File: src/core/spi_flash_pkg.sv
// Shared constants, states and carriers of the serial flash command front end
package spi_flash_pkg;

  // ****************************************************************
  // Opcodes
  // ****************************************************************
  localparam logic [7:0] OPC_READ = 8'h03;
  localparam logic [7:0] OPC_READ_FAST = 8'h0b;
  localparam logic [7:0] OPC_READ_MAX = 8'h1b;
  localparam logic [7:0] OPC_READ_DUAL = 8'h3b;
  localparam logic [7:0] OPC_ERASE_4K = 8'h20;
  localparam logic [7:0] OPC_ERASE_32K = 8'h52;
  localparam logic [7:0] OPC_ERASE_64K = 8'hd8;
  localparam logic [7:0] OPC_CHIP_A = 8'h60;
  localparam logic [7:0] OPC_CHIP_B = 8'hc7;
  localparam logic [7:0] OPC_PROG = 8'h02;
  localparam logic [7:0] OPC_PROG_DUAL = 8'ha2;

  // ****************************************************************
  // Frame positions, counted in rising serial clock edges
  // ****************************************************************
  localparam logic [7:0] OPC_LAST_EDGE = 8'h07;
  localparam logic [7:0] ADDR_LAST_EDGE = 8'h1f;
  localparam logic [7:0] DUMMY1_LAST_EDGE = 8'h27;
  localparam logic [7:0] DUMMY2_LAST_EDGE = 8'h2f;
  localparam logic [7:0] CNT_MAX = 8'hff;

  // ****************************************************************
  // Array geometry
  // ****************************************************************
  localparam int ARR_W = 20;
  localparam int SECT_LSB = 16;
  localparam int SECT_N = 16;
  localparam logic [19:0] MASK_4K = 20'h00fff;
  localparam logic [19:0] MASK_32K = 20'h07fff;
  localparam logic [19:0] MASK_64K = 20'h0ffff;
  localparam logic [8:0] PAGE_BYTES = 9'h100;

  // ****************************************************************
  // Reset values
  // ****************************************************************
  localparam logic [1:0] RST_SYNC_INIT = 2'h0;
  localparam logic [2:0] BIT_CNT_INIT = 3'h0;

  // ****************************************************************
  // Types
  // ****************************************************************
  typedef enum logic [6:0] {
    ST_IDLE = 7'h01,
    ST_OPC = 7'h02,
    ST_ADDR = 7'h04,
    ST_DUMMY = 7'h08,
    ST_DIN = 7'h10,
    ST_DOUT = 7'h20,
    ST_IGNORE = 7'h40
  } fsm_e;

  typedef enum logic [3:0] {
    K_NONE = 4'h0,
    K_ERASE_4K = 4'h1,
    K_ERASE_32K = 4'h2,
    K_ERASE_64K = 4'h3,
    K_ERASE_CHIP = 4'h4,
    K_PROG = 4'h5,
    K_PROG_DUAL = 4'h6,
    K_READ = 4'h7,
    K_READ_DUAL = 4'h8
  } kind_e;

  // Operation handed to the self-timed array controller
  typedef struct packed {
    kind_e kind;
    logic [19:0] addr;
    logic [8:0] len;
  } op_s;

  // Complete front end state
  typedef struct packed {
    fsm_e state;
    kind_e kind;
    logic sck_q;
    logic cs_q;
    logic [7:0] cnt;
    logic [7:0] sh;
    logic [23:0] addr;
    logic [7:0] dummy_last;
    logic [7:0] col;
    logic [8:0] nbytes;
    logic [2:0] bits;
    logic [7:0] tx;
    logic so_out;
    logic so_oe;
    logic sio_out;
    logic sio_oe;
    logic op_start;
    op_s op;
    logic rd_fetch;
    logic [19:0] rd_addr;
    logic pb_we;
    logic [7:0] pb_waddr;
    logic [7:0] pb_wdata;
  } fe_s;

endpackage

File: src/core/page_buf.sv
// Page buffer: 256 bytes, one write port, one registered read port
`timescale 1ns/100ps
module page_buf
  import spi_flash_pkg::*;
(
  // Clock
  input wire logic clk_sys,
  // Write side, from the serial front end
  input wire logic we,
  input wire logic [7:0] waddr,
  input wire logic [7:0] wdata,
  // Read side, toward the array controller
  input wire logic [7:0] raddr,
  output logic [7:0] rdata
);

  logic [7:0] mem [PAGE_BYTES];

  // ****************************************************************
  // Storage; no reset, contents are only valid after a write
  // ****************************************************************
  always_ff @(posedge clk_sys) begin
    if (we) begin
      mem[waddr] <= wdata;
    end
    rdata <= mem[raddr];
  end

endmodule

File: src/core/spi_flash_front.sv
// Serial command front end of the flash: framing, decode, addressing, pins
`timescale 1ns/100ps

// Behaviours
module spi_flash_front
  import spi_flash_pkg::*;
(
  // Clock and reset
  input wire logic clk_sys,
  input wire logic arst_n,
  // Serial bus from the host
  input wire logic cs_n,
  input wire logic sck,
  input wire logic si,
  output logic dual_out_second_line,
  output logic dual_out_second_line_oe,
  // Serial output pin
  output logic so_out,
  output logic so_oe,
  input wire logic dual_in_second_line,
  // Sector protection state
  input wire logic [SECT_N-1:0] sector_protect,
  // Operation request toward the array controller
  output logic op_start,
  output op_s op_req,
  // Page buffer read port
  input wire logic [7:0] pb_raddr,
  output logic [7:0] pb_rdata,
  // Read data stream
  output logic rd_fetch,
  output logic [19:0] rd_addr,
  input wire logic [7:0] rd_byte
);

  logic [1:0] rst_sync_r;
  logic rst_n;
  fe_s st_r;
  fe_s st_nxt;
  logic rise;
  logic fall;
  logic [7:0] opc_w;
  logic blocked;
  logic [19:0] arr_addr;
  logic [19:0] base_addr;

  // ****************************************************************
  // Reset release through two flops
  // ****************************************************************
  always_ff @(posedge clk_sys or negedge arst_n) begin
    if (!arst_n) begin
      rst_sync_r <= RST_SYNC_INIT;
    end else begin
      rst_sync_r <= {rst_sync_r[0], 1'b1};
    end
  end
  assign rst_n = rst_sync_r[1];

  // ****************************************************************
  // Edge detection and address helpers
  // ****************************************************************
  // Only edges matter, so the idle clock level of either mode is harmless
  assign rise = sck & ~st_r.sck_q & ~cs_n & ~st_r.cs_q;
  assign fall = ~sck & st_r.sck_q & ~cs_n & ~st_r.cs_q;
  assign opc_w = {st_r.sh[6:0], si};
  assign arr_addr = st_r.addr[ARR_W-1:0];

  // Erase target aligned to its block size
  always_comb begin
    case (st_r.kind)
      K_ERASE_4K: base_addr = arr_addr & ~MASK_4K;
      K_ERASE_32K: base_addr = arr_addr & ~MASK_32K;
      K_ERASE_64K: base_addr = arr_addr & ~MASK_64K;
      K_ERASE_CHIP: base_addr = '0;
      default: base_addr = arr_addr;
    endcase
  end

  // Sector index is simply the top four array bits, ascending
  assign blocked = (st_r.kind == K_ERASE_CHIP) ? (|sector_protect) :
                   sector_protect[arr_addr[ARR_W-1:SECT_LSB]];

  // ****************************************************************
  // Next state
  // ****************************************************************
  always_comb begin
    st_nxt = st_r;
    st_nxt.sck_q = sck;
    st_nxt.cs_q = cs_n;
    st_nxt.op_start = 1'b0;
    st_nxt.rd_fetch = 1'b0;
    st_nxt.pb_we = 1'b0;
    if (cs_n) begin
      // Deselect ends the frame; only a complete frame launches anything
      if (!st_r.cs_q && st_r.state == ST_DIN) begin
        if (st_r.kind inside {K_PROG, K_PROG_DUAL}) begin
          st_nxt.op_start = (st_r.nbytes != 9'h000) && !blocked;
          st_nxt.op.addr = {arr_addr[ARR_W-1:8], st_r.addr[7:0]};
        end else begin
          st_nxt.op_start = !blocked;
          st_nxt.op.addr = base_addr;
        end
        st_nxt.op.kind = st_r.kind;
        st_nxt.op.len = st_r.nbytes;
      end
      st_nxt.state = ST_IDLE;
      st_nxt.so_oe = 1'b0;
      st_nxt.sio_oe = 1'b0;
      st_nxt.cnt = 8'h00;
    end else if (st_r.cs_q) begin
      // Frame opens; the opcode comes first
      st_nxt.state = ST_OPC;
      st_nxt.cnt = 8'h00;
      st_nxt.nbytes = 9'h000;
      st_nxt.bits = BIT_CNT_INIT;
      st_nxt.kind = K_NONE;
    end else if (rise) begin
      if (st_r.cnt != CNT_MAX) begin
        st_nxt.cnt = st_r.cnt + 8'h01;
      end
      case (st_r.state)
        ST_OPC: begin
          st_nxt.sh = opc_w;
          if (st_r.cnt == OPC_LAST_EDGE) begin
            st_nxt.state = ST_ADDR;
            st_nxt.dummy_last = ADDR_LAST_EDGE;
            case (opc_w)
              OPC_READ: st_nxt.kind = K_READ;
              OPC_READ_FAST: begin
                st_nxt.kind = K_READ;
                st_nxt.dummy_last = DUMMY1_LAST_EDGE;
              end
              OPC_READ_MAX: begin
                st_nxt.kind = K_READ;
                st_nxt.dummy_last = DUMMY2_LAST_EDGE;
              end
              OPC_READ_DUAL: begin
                st_nxt.kind = K_READ_DUAL;
                st_nxt.dummy_last = DUMMY1_LAST_EDGE;
              end
              OPC_ERASE_4K: st_nxt.kind = K_ERASE_4K;
              OPC_ERASE_32K: st_nxt.kind = K_ERASE_32K;
              OPC_ERASE_64K: st_nxt.kind = K_ERASE_64K;
              OPC_CHIP_A, OPC_CHIP_B: begin
                st_nxt.kind = K_ERASE_CHIP;
                st_nxt.state = ST_DIN;
              end
              OPC_PROG: st_nxt.kind = K_PROG;
              OPC_PROG_DUAL: st_nxt.kind = K_PROG_DUAL;
              default: st_nxt.state = ST_IGNORE;
            endcase
          end
        end
        ST_ADDR: begin
          st_nxt.addr = {st_r.addr[22:0], si};
          if (st_r.cnt == ADDR_LAST_EDGE) begin
            st_nxt.col = {st_r.addr[6:0], si};
            if (st_r.kind inside {K_READ, K_READ_DUAL}) begin
              if (st_r.dummy_last == ADDR_LAST_EDGE) begin
                st_nxt.state = ST_DOUT;
                st_nxt.rd_fetch = 1'b1;
                st_nxt.rd_addr = {st_r.addr[18:0], si};
                st_nxt.bits = BIT_CNT_INIT;
              end else begin
                st_nxt.state = ST_DUMMY;
              end
            end else begin
              st_nxt.state = ST_DIN;
            end
          end
        end
        ST_DUMMY: begin
          if (st_r.cnt == st_r.dummy_last) begin
            st_nxt.state = ST_DOUT;
            st_nxt.rd_fetch = 1'b1;
            st_nxt.rd_addr = arr_addr;
            st_nxt.bits = BIT_CNT_INIT;
          end
        end
        ST_DIN: begin
          // Data bytes only matter to the program commands
          if (st_r.kind == K_PROG_DUAL) begin
            st_nxt.sh = {st_r.sh[5:0], dual_in_second_line, si};
            st_nxt.bits = st_r.bits + 3'h2;
          end else begin
            st_nxt.sh = opc_w;
            st_nxt.bits = st_r.bits + 3'h1;
          end
          if ((st_r.kind == K_PROG && st_r.bits == 3'h7) ||
              (st_r.kind == K_PROG_DUAL && st_r.bits == 3'h6)) begin
            // Column wraps inside the page; later bytes overwrite earlier
            st_nxt.pb_we = 1'b1;
            st_nxt.pb_waddr = st_r.col;
            st_nxt.pb_wdata = (st_r.kind == K_PROG_DUAL) ?
                              {st_r.sh[5:0], dual_in_second_line, si} : opc_w;
            st_nxt.col = st_r.col + 8'h01;
            if (st_r.nbytes != PAGE_BYTES) begin
              st_nxt.nbytes = st_r.nbytes + 9'h001;
            end
          end
        end
        default: begin
          st_nxt.state = st_r.state;
        end
      endcase
    end else if (fall && st_r.state == ST_DOUT) begin
      if (st_r.bits == BIT_CNT_INIT) begin
        // New byte: load it and fetch the following one ahead of time
        st_nxt.rd_addr = st_r.rd_addr + 20'h00001;
        st_nxt.rd_fetch = 1'b1;
        st_nxt.so_oe = 1'b1;
        st_nxt.so_out = rd_byte[7];
        if (st_r.kind == K_READ_DUAL) begin
          st_nxt.sio_oe = 1'b1;
          st_nxt.sio_out = rd_byte[6];
          st_nxt.tx = {rd_byte[5:0], 2'b00};
          st_nxt.bits = 3'h3;
        end else begin
          st_nxt.tx = {rd_byte[6:0], 1'b0};
          st_nxt.bits = 3'h7;
        end
      end else begin
        st_nxt.so_out = st_r.tx[7];
        if (st_r.kind == K_READ_DUAL) begin
          st_nxt.sio_out = st_r.tx[6];
          st_nxt.tx = {st_r.tx[5:0], 2'b00};
        end else begin
          st_nxt.tx = {st_r.tx[6:0], 1'b0};
        end
        st_nxt.bits = st_r.bits - 3'h1;
      end
    end
  end

  // ****************************************************************
  // State register
  // ****************************************************************
  always_ff @(posedge clk_sys or negedge rst_n) begin
    if (!rst_n) begin
      st_r <= '0;
      st_r.state <= ST_IDLE;
      st_r.sck_q <= 1'b0;
      st_r.cs_q <= 1'b1;
    end else begin
      st_r <= st_nxt;
    end
  end

  // ****************************************************************
  // Page buffer and outputs
  // ****************************************************************
  page_buf u_page_buf (
    .clk_sys(clk_sys),
    .we(st_r.pb_we),
    .waddr(st_r.pb_waddr),
    .wdata(st_r.pb_wdata),
    .raddr(pb_raddr),
    .rdata(pb_rdata)
  );

  assign so_out = st_r.so_out;
  assign so_oe = st_r.so_oe;
  assign dual_out_second_line = st_r.sio_out;
  assign dual_out_second_line_oe = st_r.sio_oe;
  assign op_start = st_r.op_start;
  assign op_req = st_r.op;
  assign rd_fetch = st_r.rd_fetch;
  assign rd_addr = st_r.rd_addr;

  // ****************************************************************
  // Checks
  // ****************************************************************
  property p_hiz_deselect;
    @(posedge clk_sys) disable iff (!rst_n)
    cs_n |=> !so_oe && !dual_out_second_line_oe;
  endproperty
  a_hiz_deselect: assert property (p_hiz_deselect)
    else $error("output driven while deselected");

  property p_ignore_holds;
    @(posedge clk_sys) disable iff (!rst_n)
    (st_r.state == ST_IGNORE) && !cs_n |=> (st_r.state == ST_IGNORE) && !op_start && !so_oe;
  endproperty
  a_ignore_holds: assert property (p_ignore_holds)
    else $error("unsupported opcode left the ignore state");

  property p_abort_addr;
    @(posedge clk_sys) disable iff (!rst_n)
    cs_n && !st_r.cs_q && (st_r.state inside {ST_OPC, ST_ADDR}) |=> !op_start ##1 st_r.state == ST_IDLE;
  endproperty
  a_abort_addr: assert property (p_abort_addr)
    else $error("incomplete frame launched an operation");

  property p_erase64_align;
    @(posedge clk_sys) disable iff (!rst_n)
    op_start && op_req.kind == K_ERASE_64K |-> op_req.addr[15:0] == 16'h0000;
  endproperty
  a_erase64_align: assert property (p_erase64_align)
    else $error("64K erase address not aligned");

  property p_cnt_step;
    @(posedge clk_sys) disable iff (!rst_n)
    rise && st_r.cnt != CNT_MAX |=> st_r.cnt == $past(st_r.cnt) + 8'h01;
  endproperty
  a_cnt_step: assert property (p_cnt_step)
    else $error("edge counter did not advance");

  property p_opc_end;
    @(posedge clk_sys) disable iff (!rst_n)
    rise && st_r.state == ST_OPC && st_r.cnt == OPC_LAST_EDGE |=> st_r.state != ST_OPC;
  endproperty
  a_opc_end: assert property (p_opc_end)
    else $error("opcode phase longer than eight edges");

  property p_addr_shift;
    @(posedge clk_sys) disable iff (!rst_n)
    rise && st_r.state == ST_ADDR |=> st_r.addr[0] == $past(si);
  endproperty
  a_addr_shift: assert property (p_addr_shift)
    else $error("address bit not taken on the rising edge");

  property p_dual_pins;
    @(posedge clk_sys) disable iff (!rst_n)
    dual_out_second_line_oe |-> st_r.kind == K_READ_DUAL && st_r.state == ST_DOUT;
  endproperty
  a_dual_pins: assert property (p_dual_pins)
    else $error("second line driven outside dual read");

  property p_msb_first;
    @(posedge clk_sys) disable iff (!rst_n)
    fall && st_r.state == ST_DOUT && st_r.bits == BIT_CNT_INIT |=> so_out == $past(rd_byte[7]);
  endproperty
  a_msb_first: assert property (p_msb_first)
    else $error("read byte not sent MSB first");

  property p_no_prog_len_zero;
    @(posedge clk_sys) disable iff (!rst_n)
    op_start && (op_req.kind inside {K_PROG, K_PROG_DUAL}) |-> op_req.len != 9'h000 && op_req.len <= PAGE_BYTES;
  endproperty
  a_no_prog_len_zero: assert property (p_no_prog_len_zero)
    else $error("program length outside 1 to 256");

endmodule

File: config.mk
export PLATFORM = sky130hd
export DESIGN_NAME = spi_flash_front
export DESIGN_NICKNAME = d
export VERILOG_FILES = /design/src/core/spi_flash_pkg.sv /design/src/core/page_buf.sv /design/src/core/spi_flash_front.sv
export SDC_FILE = /design/constraint.sdc
export NUM_CORES = 2
export LEC_CHECK = 0
export BUFFER_PORTS_ARGS = -buffer_cell sky130_fd_sc_hd__buf_4
export CAP_MARGIN = 20
export CELL_PAD_IN_SITES_DETAIL_PLACEMENT = 1
export CELL_PAD_IN_SITES_GLOBAL_PLACEMENT = 2
export CORE_MARGIN = 5
export CORE_UTILIZATION = 51
export CTS_CLUSTER_SIZE = 20
export DETAILED_ROUTE_END_ITERATION = 8
export GPL_TIMING_DRIVEN = 0
export PLACE_DENSITY_LB_ADDON = 0.1
export SKIP_LAST_GASP = 1
export SYNTH_ARGS = -nofsm -noshare
export SYNTH_HDL_FRONTEND = slang
export SYNTH_SLANG_ARGS = --single-unit
File: constraint.sdc
create_clock -name clk_sys -period 8.4 [get_ports clk_sys]
set_input_delay 1.26 -clock clk_sys [delete_from_list [all_inputs] [get_ports clk_sys]]
set_output_delay 1.26 -clock clk_sys [all_outputs]
set_load 0.05 [all_outputs]
==> flow_metrics.tcl <==
set metrics [dict create \
    grt_max_degree 97 \
    avgViaCountPerCell 6.57 \
    min_period_over_period_pct 66.7 \
    start_util_pct 51.2 \
    report.final.slew_viol_count 0 \
    num_rows 152 \
    min_path_type "input pin to asynchronous set/reset pin" \
    finalSetupTns_ps 0 \
    cap_violations 0 \
    r2r_start "st_r[9]$_DFFE_PN0P_" \
    power.density_nw_per_um2 225 \
    ir_drop_mv 0.221 \
    synth_cell_type_count 82 \
    endpoint_kind "register" \
    ys_ff_latch 2213 \
    crit_end "u_page_buf.rdata[6]$_DFF_P_" \
    required_ps 9140 \
    drc_errors 0 \
    cts_root_buf "clkbuf_16" \
    vias 50075 \
    netlist_area_um2 87900 \
    finClkSkew_ps 29.3 \
    slew_headroom_pct 14.2 \
    die_w_um 425 \
    ctsLongestPathBuffers 3 \
    layout_common_cells "2048 x edfxtp_1, 418 x mux4_2, 368 x nor2_1" \
    grt_pass1_vias 51081 \
    synthesis.instances 4748 \
    cts.repair.resized 0 \
    dp_hpwl_mm 200 \
    grt_overflow 0 \
    r2r_cells 6 \
    critical_path_class "input pin to register" \
    drive_above_1_share_pct 21.9 \
    grt_usage_pct 32.2 \
    place_congestion 0.893 \
    hold_violations 0 \
    finalWirelength_mm 290 \
    grt_pass1_wl_mm 404 \
    io_buffers 101 \
    clkTransAtPathRegs_ps 60 \
    cp-startpoint "pb_raddr[0]" \
    coreArea_um2 172000 \
    power.leakage_nw 27.8 \
    routedWlPerCell_um 38.1 \
    cts_setup_buffers 0 \
    clock-sinks 2213 \
    finalSetupViolCount 0 \
    period_minus_slack_ps 5600 \
    cts_tree "built" \
    fin_ws_ps 2800 \
    layout.cells.most_common "edfxtp_1" \
    worst_slew_pin_slew_ps 1290 \
    cp_max_fo 10 \
    avgSynthCellArea_um2 18.5 \
    fmax_mhz 179 \
    layout.nets 5171 \
    numCtsBuffers 221 \
    dp_slack_ps 2310 \
    antenna_left 0 \
    die_h_um 425 \
    cp-start-kind "input pin" \
    drt_first_pass_iters 8 \
    crit_arrival_ps 6350 \
    clock_latency_ps 870 \
    fin_total_pwr_w 0.0224 \
    rrSetupSlack_ps 4520 \
    synth_edf_count 2048 \
    grt_setup_unrepaired "no" \
    yosys_warnings 0 \
    syn_to_final_growth_pct 13.4 \
    synth_flop_cell "edfxtp_1" \
    dieArea_um2 181000 \
    drtIter0Drc 6335 \
    h-tree-depth 4 \
    ios 105 \
    synthArstFlopShare_pct 7.09 \
    ctsHoldBuffers 0 \
    antenna_found_initial 14 \
    status "complete, no violations" \
    timing.rr.end "u_page_buf.mem[190][2]$_DFFE_PP_" \
    syn-num-nets 4796 \
    ys_seq_area_share_pct 74.6 \
]
-- per-layer routing --
metal / track usage (%) / wire [um] / vias to the layer above
met5: 0.269 / 274 / -
met4: 15.3 / 16500 / 11
met3: 8.10 / 28400 / 630
met2: 49.5 / 134000 / 2763
met1: 43.7 / 111000 / 26696
li1: - / - / 19975
-- state kept, by name, summed over array words and instances, names as in the netlist --
signal	flops
op_req	33
rd_addr	20
arr_addr	20
rst_sync_r	2
dual_out_second_line_oe	1
so_oe	1
st_r	69
so_out	1
u_page_buf.rdata	8
rd_fetch	1
opc_w	7
u_page_buf.mem	2048
op_start	1
dual_out_second_line	1
-- power by group --
part	leakage, nW	switching, W	internal, W	total (W)
logic	8.00	0.000648	0.000244	0.000893
registers	16.3	0.0000102	0.0119	0.0119
clock network	3.44	0.00427	0.00540	0.00967
-- cells by family after synthesis --
kind of cell	Yosys count	synth area share, %
flip-flops	2213	74.6
other	1	0.00427
AO/OA/AOI/OAI	621	4.92
adder cells (fa/ha/maj)	10	0.142
multiplexers	675	13.7
XOR/XNOR	23	0.229
buffers and inverters	358	2.01
AND/OR/NAND/NOR	847	4.37
-- Yosys cell counts, types with 23 or more instances --
library cell,count,area (um^2)
mux4_2,418,9410
nor2_1,371,1390
nor2b_1,32,200
mux2i_1,202,2020
mux2_2,50,563
a22oi_1,168,1260
o221ai_1,41,359
buf_2,69,345
nand4_1,25,156
o21ai_0,58,290
nand3_1,65,325
a22o_1,45,394
nor3_1,29,145
clkbuf_1,159,597
a21oi_1,115,576
a211oi_1,34,255
nand2_1,218,818
dfrtp_1,155,3880
buf_4,83,623
buf_1,23,86.3
o22ai_1,40,250
edfxtp_1,2048,61500
-- worst min-delay path by stage --
| stage | end | slack (ps) | cells past startpoint |
|---|---|---|---|
| floorplan | rst_sync_r[1]$_DFF_PN0_ | 330 | 0 |
| CTS | rst_sync_r[1]$_DFF_PN0_ | 110 | 1 |
| finish | rst_sync_r[1]$_DFF_PN0_ | 170 | 1 |
| global placement | rst_sync_r[1]$_DFF_PN0_ | 340 | 0 |
| global route | rst_sync_r[1]$_DFF_PN0_ | 130 | 1 |
| detailed placement | rst_sync_r[1]$_DFF_PN0_ | 340 | 0 |
-- layout make-up --
type                       instances  area (um^2)
fill                           15060        71800
sequential                      2213        65600
multi-input combinational       2177        20600
clock buffer                     265         5810
tap                             2310         2890
timing repair buffer             152         1780
buffer                           337         1720
clock inverter                   140         1180
inverter                          21         78.8
antenna                            6         15.0
-- worst max-delay path: stages --
cell and delay [ps]:
clkbuf_1 420, buf_2 500, buf_2 550, buf_4 440, nand3_1 610, o211ai_1 390, nor3_1 90, a221oi_1 1040
o32ai_2 590, a211oi_1 400
-- per-stage QoR --
stage | cell area (um^2) | instances | utilization [%] | hold WS (ps)
floorplan | 87900 | 4748 | - | 331
global placement | 91600 | 7159 | 53.4 | 344
detailed placement | 92700 | 7206 | 54.0 | 340
CTS | 99700 | 7611 | 58.1 | 113
global route | 99700 | 7615 | 58.1 | 125
finish | 99700 | 7621 | 58.1 | 169
No activity file was read; power rests on OpenSTA's default activity.
